$ cat src/hw/strap_latch_map.vh
// Strap latch constants: register offsets, field positions, mode codes
`ifndef STRAP_LATCH_MAP_VH
`define STRAP_LATCH_MAP_VH

// Register byte offsets
`define REG_MODE_STATUS   5'h00
`define REG_MGMT_ADDR     5'h04
`define REG_CLOCK_CTRL    5'h08
`define REG_ADV_STATUS    5'h0C
`define REG_RAW_STRAPS    5'h10

// Function select codes
`define FN_RGMII_WAKE_IND 4'h8
`define FN_RGMII_WAKE_IRQ 4'hA
`define FN_RGMII_GIG_ONLY 4'hC
`define FN_RGMII_PLAIN    4'hE
`define FN_NAND_TREE      4'h4
`define FN_POWER_DOWN     4'h7

// Mode status fields
`define MS_RGMII          0
`define MS_NAND_TREE      1
`define MS_POWER_DOWN     2
`define MS_RESERVED       3
`define MS_WAKE_IND       4
`define MS_WAKE_IRQ       5
`define MS_LED_INDIV      6
`define MS_FN_LSB         8

// Clock control fields
`define CC_CLK_ENABLE     0
`define CC_SRC_RECOVERED  1
`define CC_BCAST_ENABLE   2

// Advertisement fields
`define ADV_1000_FULL     0
`define ADV_1000_HALF     1
`define ADV_100_FULL      2
`define ADV_100_HALF      3
`define ADV_10_FULL       4
`define ADV_10_HALF       5

// AXI responses
`define RESP_OKAY         2'h0
`define RESP_DECERR       2'h3

`endif

$ cat src/hw/strap_sync.v
// Two-stage synchroniser for strap pins and the raw chip reset
`timescale 1ns/1ps
module strap_sync #(
  parameter WIDTH = 11
) (
  input  wire             aclk,
  input  wire [WIDTH-1:0] async_in,
  output reg  [WIDTH-1:0] sync_out
);
  reg [WIDTH-1:0] meta;

  // Plain flops, no reset: pins must be sampled even during reset
  always @(posedge aclk) begin
    meta     <= async_in;
    sync_out <= meta;
  end
endmodule

$ cat src/hw/clock_out_gate.v
// Reference clock output gate and source mux
`timescale 1ns/1ps
module clock_out_gate (
  input  wire aclk,
  input  wire aresetn,
  input  wire enable,
  input  wire use_recovered,
  input  wire local_clk_level,
  input  wire recovered_clk_level,
  output reg  clk_out,
  output reg  clk_out_en_n
);
  // Source levels are retimed here; the real pad would use a glitch-free mux
  always @(posedge aclk) begin
    if (!aresetn) begin
      clk_out      <= 1'b0;
      clk_out_en_n <= 1'b1;
    end else begin
      clk_out      <= enable & (use_recovered ? recovered_clk_level
                                              : local_clk_level);
      clk_out_en_n <= ~enable;
    end
  end
endmodule

$ cat src/hw/strap_latch_decode.v
// Strap capture at chip reset release and decode into operating settings
//
// Behaviour
// - Sample all straps when chip reset rises and hold them.
// - Codes 8,A,C,E are RGMII; wake pin, gigabit full only, 10/100 per code.
// - Code 4 is NAND tree test, 7 is power down; others reserved.
// - Three address straps form low bits; upper two address bits zero.
// - Broadcast strap sets reset default of broadcast enable bit.
// - Broadcast enable bit loads the inverse of the strap level.
// - Reference clock strap high drives 125 MHz clock out, low does not.
// - Clock source defaults to local clock; recovered clock selectable.
// - Indicator strap 1 means individual LEDs, 0 means tri-color.
// - Broadcast strap 0 answers address zero too; 1 only own address.
// - Address strap pulled up reads 1, pulled down 0; range 0 to 7.
//
// Our own choices: the AXI4-Lite interface to the registers and the placing of the registers.
`timescale 1ns/1ps
`include "strap_latch_map.vh"
module strap_latch_decode (
  input  wire        aclk,
  input  wire        aresetn,
  input  wire        chip_reset_n,
  input  wire [3:0]  function_straps,
  input  wire [2:0]  mgmt_address_straps,
  input  wire        broadcast_address_strap,
  input  wire        ref_clock_out_strap,
  input  wire        indicator_style_strap,
  input  wire        local_clk_level,
  input  wire        recovered_clk_level,
  input  wire [31:0] s_axi_awaddr,
  input  wire        s_axi_awvalid,
  output reg         s_axi_awready,
  input  wire [31:0] s_axi_wdata,
  input  wire [3:0]  s_axi_wstrb,
  input  wire        s_axi_wvalid,
  output reg         s_axi_wready,
  output reg  [1:0]  s_axi_bresp,
  output reg         s_axi_bvalid,
  input  wire        s_axi_bready,
  input  wire [31:0] s_axi_araddr,
  input  wire        s_axi_arvalid,
  output reg         s_axi_arready,
  output reg  [31:0] s_axi_rdata,
  output reg  [1:0]  s_axi_rresp,
  output reg         s_axi_rvalid,
  input  wire        s_axi_rready,
  output reg  [4:0]  mgmt_address,
  output reg         broadcast_address_enable,
  output reg         rgmii_mode,
  output reg         nand_tree_mode,
  output reg         power_down_mode,
  output reg         reserved_mode,
  output reg         wake_event_on_indicator,
  output reg         wake_event_on_irq_pin,
  output reg  [5:0]  advertise,
  output reg         indicator_individual,
  output wire        ref_clock_out_pin,
  output wire        ref_clock_out_pin_en_n
);
  wire [12:0] pins_sync;
  reg         chip_reset_prev;

  // Clock levels come from other domains, so they pass the same two flops
  strap_sync #(
    .WIDTH (13)
  ) u_sync (
    .aclk     (aclk),
    .async_in ({recovered_clk_level, local_clk_level, chip_reset_n,
                indicator_style_strap, ref_clock_out_strap,
                broadcast_address_strap, mgmt_address_straps,
                function_straps}),
    .sync_out (pins_sync)
  );

  wire [3:0] fn_sync    = pins_sync[3:0];
  wire [2:0] addr_sync  = pins_sync[6:4];
  wire       bcast_sync = pins_sync[7];
  wire       clk_sync   = pins_sync[8];
  wire       led_sync   = pins_sync[9];
  wire       crst_sync  = pins_sync[10];
  wire       lclk_sync  = pins_sync[11];
  wire       rclk_sync  = pins_sync[12];
  wire       release_edge = crst_sync & ~chip_reset_prev;

  reg [5:0] next_advertise;
  reg       next_reserved;

  // Latched straps, plus the writable clock source select
  reg [3:0] fn_code;
  reg [2:0] addr_latch;
  reg       bcast_latch;
  reg       clk_latch;
  reg       led_latch;
  reg       clk_src_recovered;

  // Bus state
  reg        aw_held;
  reg        w_held;
  reg [4:0]  aw_addr;
  reg        aw_hit;
  reg [31:0] w_data;
  reg [3:0]  w_strb;

  always @(posedge aclk) begin
    if (!aresetn) begin
      chip_reset_prev <= 1'b0;
    end else begin
      chip_reset_prev <= crst_sync;
    end
  end

  always @(posedge aclk) begin
    if (!aresetn) begin
      fn_code     <= 4'h0;
      addr_latch  <= 3'h0;
      bcast_latch <= 1'b1;
      clk_latch   <= 1'b0;
      led_latch   <= 1'b0;
    end else if (release_edge) begin
      fn_code     <= fn_sync;
      addr_latch  <= addr_sync;
      bcast_latch <= bcast_sync;
      clk_latch   <= clk_sync;
      led_latch   <= led_sync;
    end
  end

  // Decoded outputs, each from a flop
  always @(posedge aclk) begin
    if (!aresetn) begin
      mgmt_address             <= 5'h00;
      rgmii_mode               <= 1'b0;
      nand_tree_mode           <= 1'b0;
      power_down_mode          <= 1'b0;
      reserved_mode            <= 1'b0;
      wake_event_on_indicator  <= 1'b0;
      wake_event_on_irq_pin    <= 1'b0;
      advertise                <= 6'h00;
      indicator_individual     <= 1'b0;
    end else begin
      mgmt_address            <= {2'h0, addr_latch};
      rgmii_mode              <= (fn_code == `FN_RGMII_WAKE_IND) |
                                 (fn_code == `FN_RGMII_WAKE_IRQ) |
                                 (fn_code == `FN_RGMII_GIG_ONLY) |
                                 (fn_code == `FN_RGMII_PLAIN);
      wake_event_on_indicator <= (fn_code == `FN_RGMII_WAKE_IND);
      wake_event_on_irq_pin   <= (fn_code == `FN_RGMII_WAKE_IRQ);
      advertise               <= next_advertise;
      nand_tree_mode          <= (fn_code == `FN_NAND_TREE);
      power_down_mode         <= (fn_code == `FN_POWER_DOWN);
      reserved_mode           <= next_reserved;
      indicator_individual    <= led_latch;
    end
  end

  always @* begin
    next_advertise = 6'h00;
    next_reserved  = 1'b0;
    case (fn_code)
      `FN_RGMII_WAKE_IND, `FN_RGMII_WAKE_IRQ, `FN_RGMII_PLAIN: begin
        next_advertise[`ADV_1000_FULL] = 1'b1;
        next_advertise[`ADV_100_FULL]  = 1'b1;
        next_advertise[`ADV_100_HALF]  = 1'b1;
        next_advertise[`ADV_10_FULL]   = 1'b1;
        next_advertise[`ADV_10_HALF]   = 1'b1;
      end
      `FN_RGMII_GIG_ONLY: begin
        next_advertise[`ADV_1000_FULL] = 1'b1;
      end
      `FN_NAND_TREE, `FN_POWER_DOWN: begin
        next_reserved = 1'b0;
      end
      default: begin
        next_reserved = 1'b1;
      end
    endcase
  end

  always @(posedge aclk) begin
    if (!aresetn) begin
      broadcast_address_enable <= 1'b0;
      clk_src_recovered        <= 1'b0;
    end else if (release_edge) begin
      broadcast_address_enable <= ~bcast_sync;
      clk_src_recovered        <= 1'b0;
    end else if (w_held && aw_held && !s_axi_bvalid &&
                 aw_hit && aw_addr == `REG_CLOCK_CTRL && w_strb[0]) begin
      broadcast_address_enable <= w_data[`CC_BCAST_ENABLE];
      clk_src_recovered        <= w_data[`CC_SRC_RECOVERED];
    end
  end

  clock_out_gate u_clk (
    .aclk                (aclk),
    .aresetn             (aresetn),
    .enable              (clk_latch),
    .use_recovered       (clk_src_recovered),
    .local_clk_level     (lclk_sync),
    .recovered_clk_level (rclk_sync),
    .clk_out             (ref_clock_out_pin),
    .clk_out_en_n        (ref_clock_out_pin_en_n)
  );

  // AXI write: address and data in either order, response after both
  always @(posedge aclk) begin
    if (!aresetn) begin
      s_axi_awready <= 1'b1;
      s_axi_wready  <= 1'b1;
      s_axi_bvalid  <= 1'b0;
      s_axi_bresp   <= `RESP_OKAY;
      aw_held       <= 1'b0;
      w_held        <= 1'b0;
      aw_addr       <= 5'h00;
      aw_hit        <= 1'b0;
      w_data        <= 32'h00000000;
      w_strb        <= 4'h0;
    end else begin
      if (s_axi_awvalid && s_axi_awready) begin
        aw_held       <= 1'b1;
        s_axi_awready <= 1'b0;
        aw_addr       <= s_axi_awaddr[4:0];
        aw_hit        <= (s_axi_awaddr[31:5] == 27'h0000000);
      end
      if (s_axi_wvalid && s_axi_wready) begin
        w_held       <= 1'b1;
        s_axi_wready <= 1'b0;
        w_data       <= s_axi_wdata;
        w_strb       <= s_axi_wstrb;
      end
      if (aw_held && w_held && !s_axi_bvalid) begin
        s_axi_bvalid <= 1'b1;
        s_axi_bresp  <= (aw_hit && aw_addr == `REG_CLOCK_CTRL) ?
                        `RESP_OKAY : (aw_hit && aw_addr[1:0] == 2'h0 &&
                        aw_addr <= `REG_RAW_STRAPS) ? `RESP_OKAY
                        : `RESP_DECERR;
      end
      if (s_axi_bvalid && s_axi_bready) begin
        s_axi_bvalid  <= 1'b0;
        aw_held       <= 1'b0;
        w_held        <= 1'b0;
        s_axi_awready <= 1'b1;
        s_axi_wready  <= 1'b1;
      end
    end
  end

  // Read data; status registers ignore writes
  reg [31:0] next_rdata;
  reg        next_rhit;

  always @* begin
    next_rdata = 32'h00000000;
    next_rhit  = (s_axi_araddr[31:5] == 27'h0000000);
    case (s_axi_araddr[4:0])
      `REG_MODE_STATUS: begin
        next_rdata[`MS_RGMII]      = rgmii_mode;
        next_rdata[`MS_NAND_TREE]  = nand_tree_mode;
        next_rdata[`MS_POWER_DOWN] = power_down_mode;
        next_rdata[`MS_RESERVED]   = reserved_mode;
        next_rdata[`MS_WAKE_IND]   = wake_event_on_indicator;
        next_rdata[`MS_WAKE_IRQ]   = wake_event_on_irq_pin;
        next_rdata[`MS_LED_INDIV]  = indicator_individual;
        next_rdata[`MS_FN_LSB+3:`MS_FN_LSB] = fn_code;
      end
      `REG_MGMT_ADDR:  next_rdata[4:0] = mgmt_address;
      `REG_CLOCK_CTRL: begin
        next_rdata[`CC_CLK_ENABLE]    = clk_latch;
        next_rdata[`CC_SRC_RECOVERED] = clk_src_recovered;
        next_rdata[`CC_BCAST_ENABLE]  = broadcast_address_enable;
      end
      `REG_ADV_STATUS: next_rdata[5:0] = advertise;
      `REG_RAW_STRAPS: next_rdata[9:0] = {led_latch, clk_latch, bcast_latch,
                                          addr_latch, fn_code};
      default: next_rhit = 1'b0;
    endcase
  end

  always @(posedge aclk) begin
    if (!aresetn) begin
      s_axi_arready <= 1'b1;
      s_axi_rvalid  <= 1'b0;
      s_axi_rdata   <= 32'h00000000;
      s_axi_rresp   <= `RESP_OKAY;
    end else if (s_axi_arvalid && s_axi_arready) begin
      s_axi_arready <= 1'b0;
      s_axi_rvalid  <= 1'b1;
      s_axi_rdata   <= next_rhit ? next_rdata : 32'h00000000;
      s_axi_rresp   <= next_rhit ? `RESP_OKAY : `RESP_DECERR;
    end else if (s_axi_rvalid && s_axi_rready) begin
      s_axi_rvalid  <= 1'b0;
      s_axi_arready <= 1'b1;
    end
  end
endmodule

$ cat config.mk
export PLATFORM = sky130hd
export DESIGN_NAME = strap_latch_decode
export DESIGN_NICKNAME = d
export VERILOG_FILES = /design/src/hw/strap_sync.v /design/src/hw/clock_out_gate.v /design/src/hw/strap_latch_decode.v
export VERILOG_INCLUDE_DIRS = /design/src /design/src/hw
export SDC_FILE = /design/constraint.sdc
export NUM_CORES = 1
export LEC_CHECK = 0
export BUFFER_PORTS_ARGS = -buffer_cell sky130_fd_sc_hd__buf_4
export CAP_MARGIN = 20
export CORE_ASPECT_RATIO = 0.9
export CORE_MARGIN = 4
export CORE_UTILIZATION = 40
export CTS_BUF_LIST = sky130_fd_sc_hd__clkbuf_8
export CTS_CLUSTER_DIAMETER = 80
export DETAILED_ROUTE_END_ITERATION = 10
export PLACE_DENSITY = 0.75
export SYNTH_ARGS = -nofsm -noshare
export SYNTH_HDL_FRONTEND = slang
export SYNTH_SLANG_ARGS = --single-unit
export TNS_END_PERCENT = 1
$ cat constraint.sdc
create_clock -name aclk -period 1.7 [get_ports aclk]
set_input_delay 0.34 -clock aclk [delete_from_list [all_inputs] [get_ports aclk]]
set_output_delay 0.34 -clock aclk [all_outputs]
set_load 0.01 [all_outputs]
==> out/summary.txt <==
share of flip-flops with an asynchronous set or reset -> 0
number of rows in the core area -> 30
Clock transition at path regs -> 0.08 ns
list of most frequent post-synthesis cells -> 83 x sky130_fd_sc_hd__dfxtp_1, 49 x sky130_fd_sc_hd__nand2_1, 28 x sky130_fd_sc_hd__buf_4, 25 x sky130_fd_sc_hd__a21oi_1, 14 x sky130_fd_sc_hd__nand3_1
max-slew violation total from the final report -> 0
initial core utilization -> 0.409
vertical extent of the die -> 91.1 um
Congestion Overflow GR -> 0
maximum count of clock buffers along a single path -> 2
Power Dens Cells -> 930 nW/um2
via count of the first global-routing pass -> 2535
max-cap viol count -> 0
Mapped Cells -> 311
post-detailed-route count of antenna-violating nets -> 0
CP Class -> in -> reg
drt via density -> 4.75
Top FF cell, synth -> sky130_fd_sc_hd__dfxtp_1
Ports -> 182
post-CTS setup buffers -> 0
clock tree from TritonCTS -> built
antenna violations before repair -> 0
EDFF count, synth -> 0
number of design-rule violations left by the first detailed-router iteration -> 81
count of unique library cells instantiated by Yosys -> 42
Remaining DRCs -> 0
Pre-antenna DRT Iters -> 4
data arrival at the endpoint of the critical path -> 1.76 ns
insertion delay to the later sink of the worst-skew pair -> 0.35 ns
setup repair after global routing missed its margin -> no
Horiz. Die Dim -> 100 um
number of synthesis warnings -> 0
outcome -> finished, final reports clean
maximum number of pins on one net before global-route repair -> 20
quantity of gates resized following cts -> 0
sum of routed wire length over all layers -> 7550 um
final design utilization -> 0.558
# H-tree levels -> 3
final period utilization -> 0.891
clk sink count -> 83
most used standard cell by instance count after synthesis -> sky130_fd_sc_hd__dfxtp_1
Leak Pwr -> 1.87 nW
GRT Total Usage -> 0.165
VDD IR-drop max -> 0.819 mV
port bufs -> 125
Final min period -> 1.51 ns
tightest hold margin -> 0.0925 ns
Layout Area Growth over Synthesis -> 36.4%
post-synthesis register bit count -> 83
half-perimeter wire length of the detailed placement result -> 5910 um
share of Yosys cell area claimed by the top area cell type -> 0.541
worst hold path type -> in -> reg
Final Hold Violating Endpoints -> 0
routability congestion estimate from global placement -> 0.823
proportion of layout cells with a drive suffix above 1 -> 0.365
hold buffer count at cts -> 0
first-pass GRT wire length -> 11800 um
Critical Path Source Type -> primary input
maximum clock rate -> 0.660 GHz
nets -> 556
critical path required time -> 1.95 ns
clk_skew -> 0.0108 ns
library cell with the largest summed area after synthesis -> sky130_fd_sc_hd__dfxtp_1
diode insertion count for antenna repair -> 0
Total Die Area -> 9150 um2
Critical Path Sink Type -> flop
Root Driver -> sky130_fd_sc_hd__clkbuf_8
detailed-route wire length per cell -> 14.1 um
share of the yosys chip area belonging to registers -> 0.541
Post-Syn Area -> 3070 um2
Worst Path Max Fanout -> 13
final setup fails -> 0
mean cell area of the mapped netlist -> 9.88 um2
Vias -> 2552
number of CTS-inserted buffers -> 9
leading cell types by total area after synthesis -> sky130_fd_sc_hd__dfxtp_1 54%, sky130_fd_sc_hd__buf_4 6.8%, sky130_fd_sc_hd__nand2_1 6.0%
core box area -> 7510 um2
==> final timing paths <==
kind | start | end | slack (ns) | cells after the start
hold reg to reg | u_sync.meta[6] | u_sync.sync_out[6] | 0.33 | 0
setup reg to reg | s_axi_arready | s_axi_rdata[3] | 0.25 | 5
setup / recovery | s_axi_araddr[8] | s_axi_rdata[3] | 0.19 | 6
hold / removal | indicator_style_strap | u_sync.meta[9] | 0.09 | 1
==> layout make-up <==
class / instances / area, um2
clock buffers: 10 / 138
clock inverters: 6 / 63.8
fillers: 696 / 3320
inverters: 6 / 22.5
multi-input cells: 203 / 1180
flip-flops and latches: 83 / 1660
well taps: 96 / 120
repair buffers: 133 / 998
==> report_power, final <==
part	switching, mW	internal [mW]
logic	0.187	0.229
clock network	0.672	0.718
registers	0.0570	2.03
==> layer usage <==
metal / vias up / global-route usage / part of all wire
li1: 1284 / - / -
met2: 101 / 0.281 / 0.49
met5: - / 0 / 0
met4: 0 / 0.0561 / 0.016
met3: 9 / 0.0576 / 0.079
met1: 1158 / 0.189 / 0.42
==> through the flow <==
stage	area (um2)	total power, mW	setup slack [ns]	std cells	TNS, ns
final	4190	3.89	0.186	537	0
after global routing	4190	4.07	0.0605	537	0
after CTS	4190	3.94	0.159	537	0
after detailed placement	3990	2.55	-0.200	521	-1.10
after global placement	3990	2.54	-0.0947	521	-0.391
after floorplan	3150	2.34	0.0875	333	0
==> cells in the final DEF (no fill, tap or decap), types with 3 or more instances in the layout <==
cell type | netlist | routed
sky130_fd_sc_hd__a21oi_1 | 25 | 25
sky130_fd_sc_hd__mux2_2 | 3 | 3
sky130_fd_sc_hd__nand3_1 | 14 | 14
sky130_fd_sc_hd__a221oi_1 | 6 | 6
sky130_fd_sc_hd__dfxtp_1 | 83 | 83
sky130_fd_sc_hd__mux2i_1 | 4 | 4
sky130_fd_sc_hd__nor4_1 | 10 | 10
sky130_fd_sc_hd__o31ai_2 | 3 | 3
sky130_fd_sc_hd__nor2_1 | 7 | 7
sky130_fd_sc_hd__nor2b_1 | 6 | 6
sky130_fd_sc_hd__and2_1 | 7 | 7
sky130_fd_sc_hd__inv_1 | 6 | 7
sky130_fd_sc_hd__clkbuf_8 | 1 | 10
sky130_fd_sc_hd__a22oi_1 | 3 | 3
sky130_fd_sc_hd__buf_4 | 28 | 133
sky130_fd_sc_hd__o21ai_0 | 12 | 12
sky130_fd_sc_hd__nand2_1 | 49 | 49
sky130_fd_sc_hd__conb_1 | 1 | 23
sky130_fd_sc_hd__nor3_1 | 4 | 4
==> critical path, cell delays in order <==
cell,delay (ns)
sky130_fd_sc_hd__buf_4,0.10
sky130_fd_sc_hd__or4_1,0.53
sky130_fd_sc_hd__nor4_2,0.20
sky130_fd_sc_hd__nand4_2,0.10
sky130_fd_sc_hd__buf_4,0.20
sky130_fd_sc_hd__a221oi_1,0.28
==> sequential cells by signal (all words and copies together), names as in the netlist, 2 cells and up <==
register         count
addr_latch           3
advertise            2
aw_addr              5
fn_code              4
mgmt_address         3
s_axi_rdata         12
u_sync.meta         13
u_sync.sync_out     13
w_data               2
==> cells by family after synthesis <==
logic type | Yosys count | share of synthesized area
simple gates | 117 | 0.208
flops | 83 | 0.541
compound gates | 54 | 0.111
buf+inv | 47 | 0.100
mux | 9 | 0.0387
other cells | 1 | 0.00122
(Power assumes the default switching activity.)
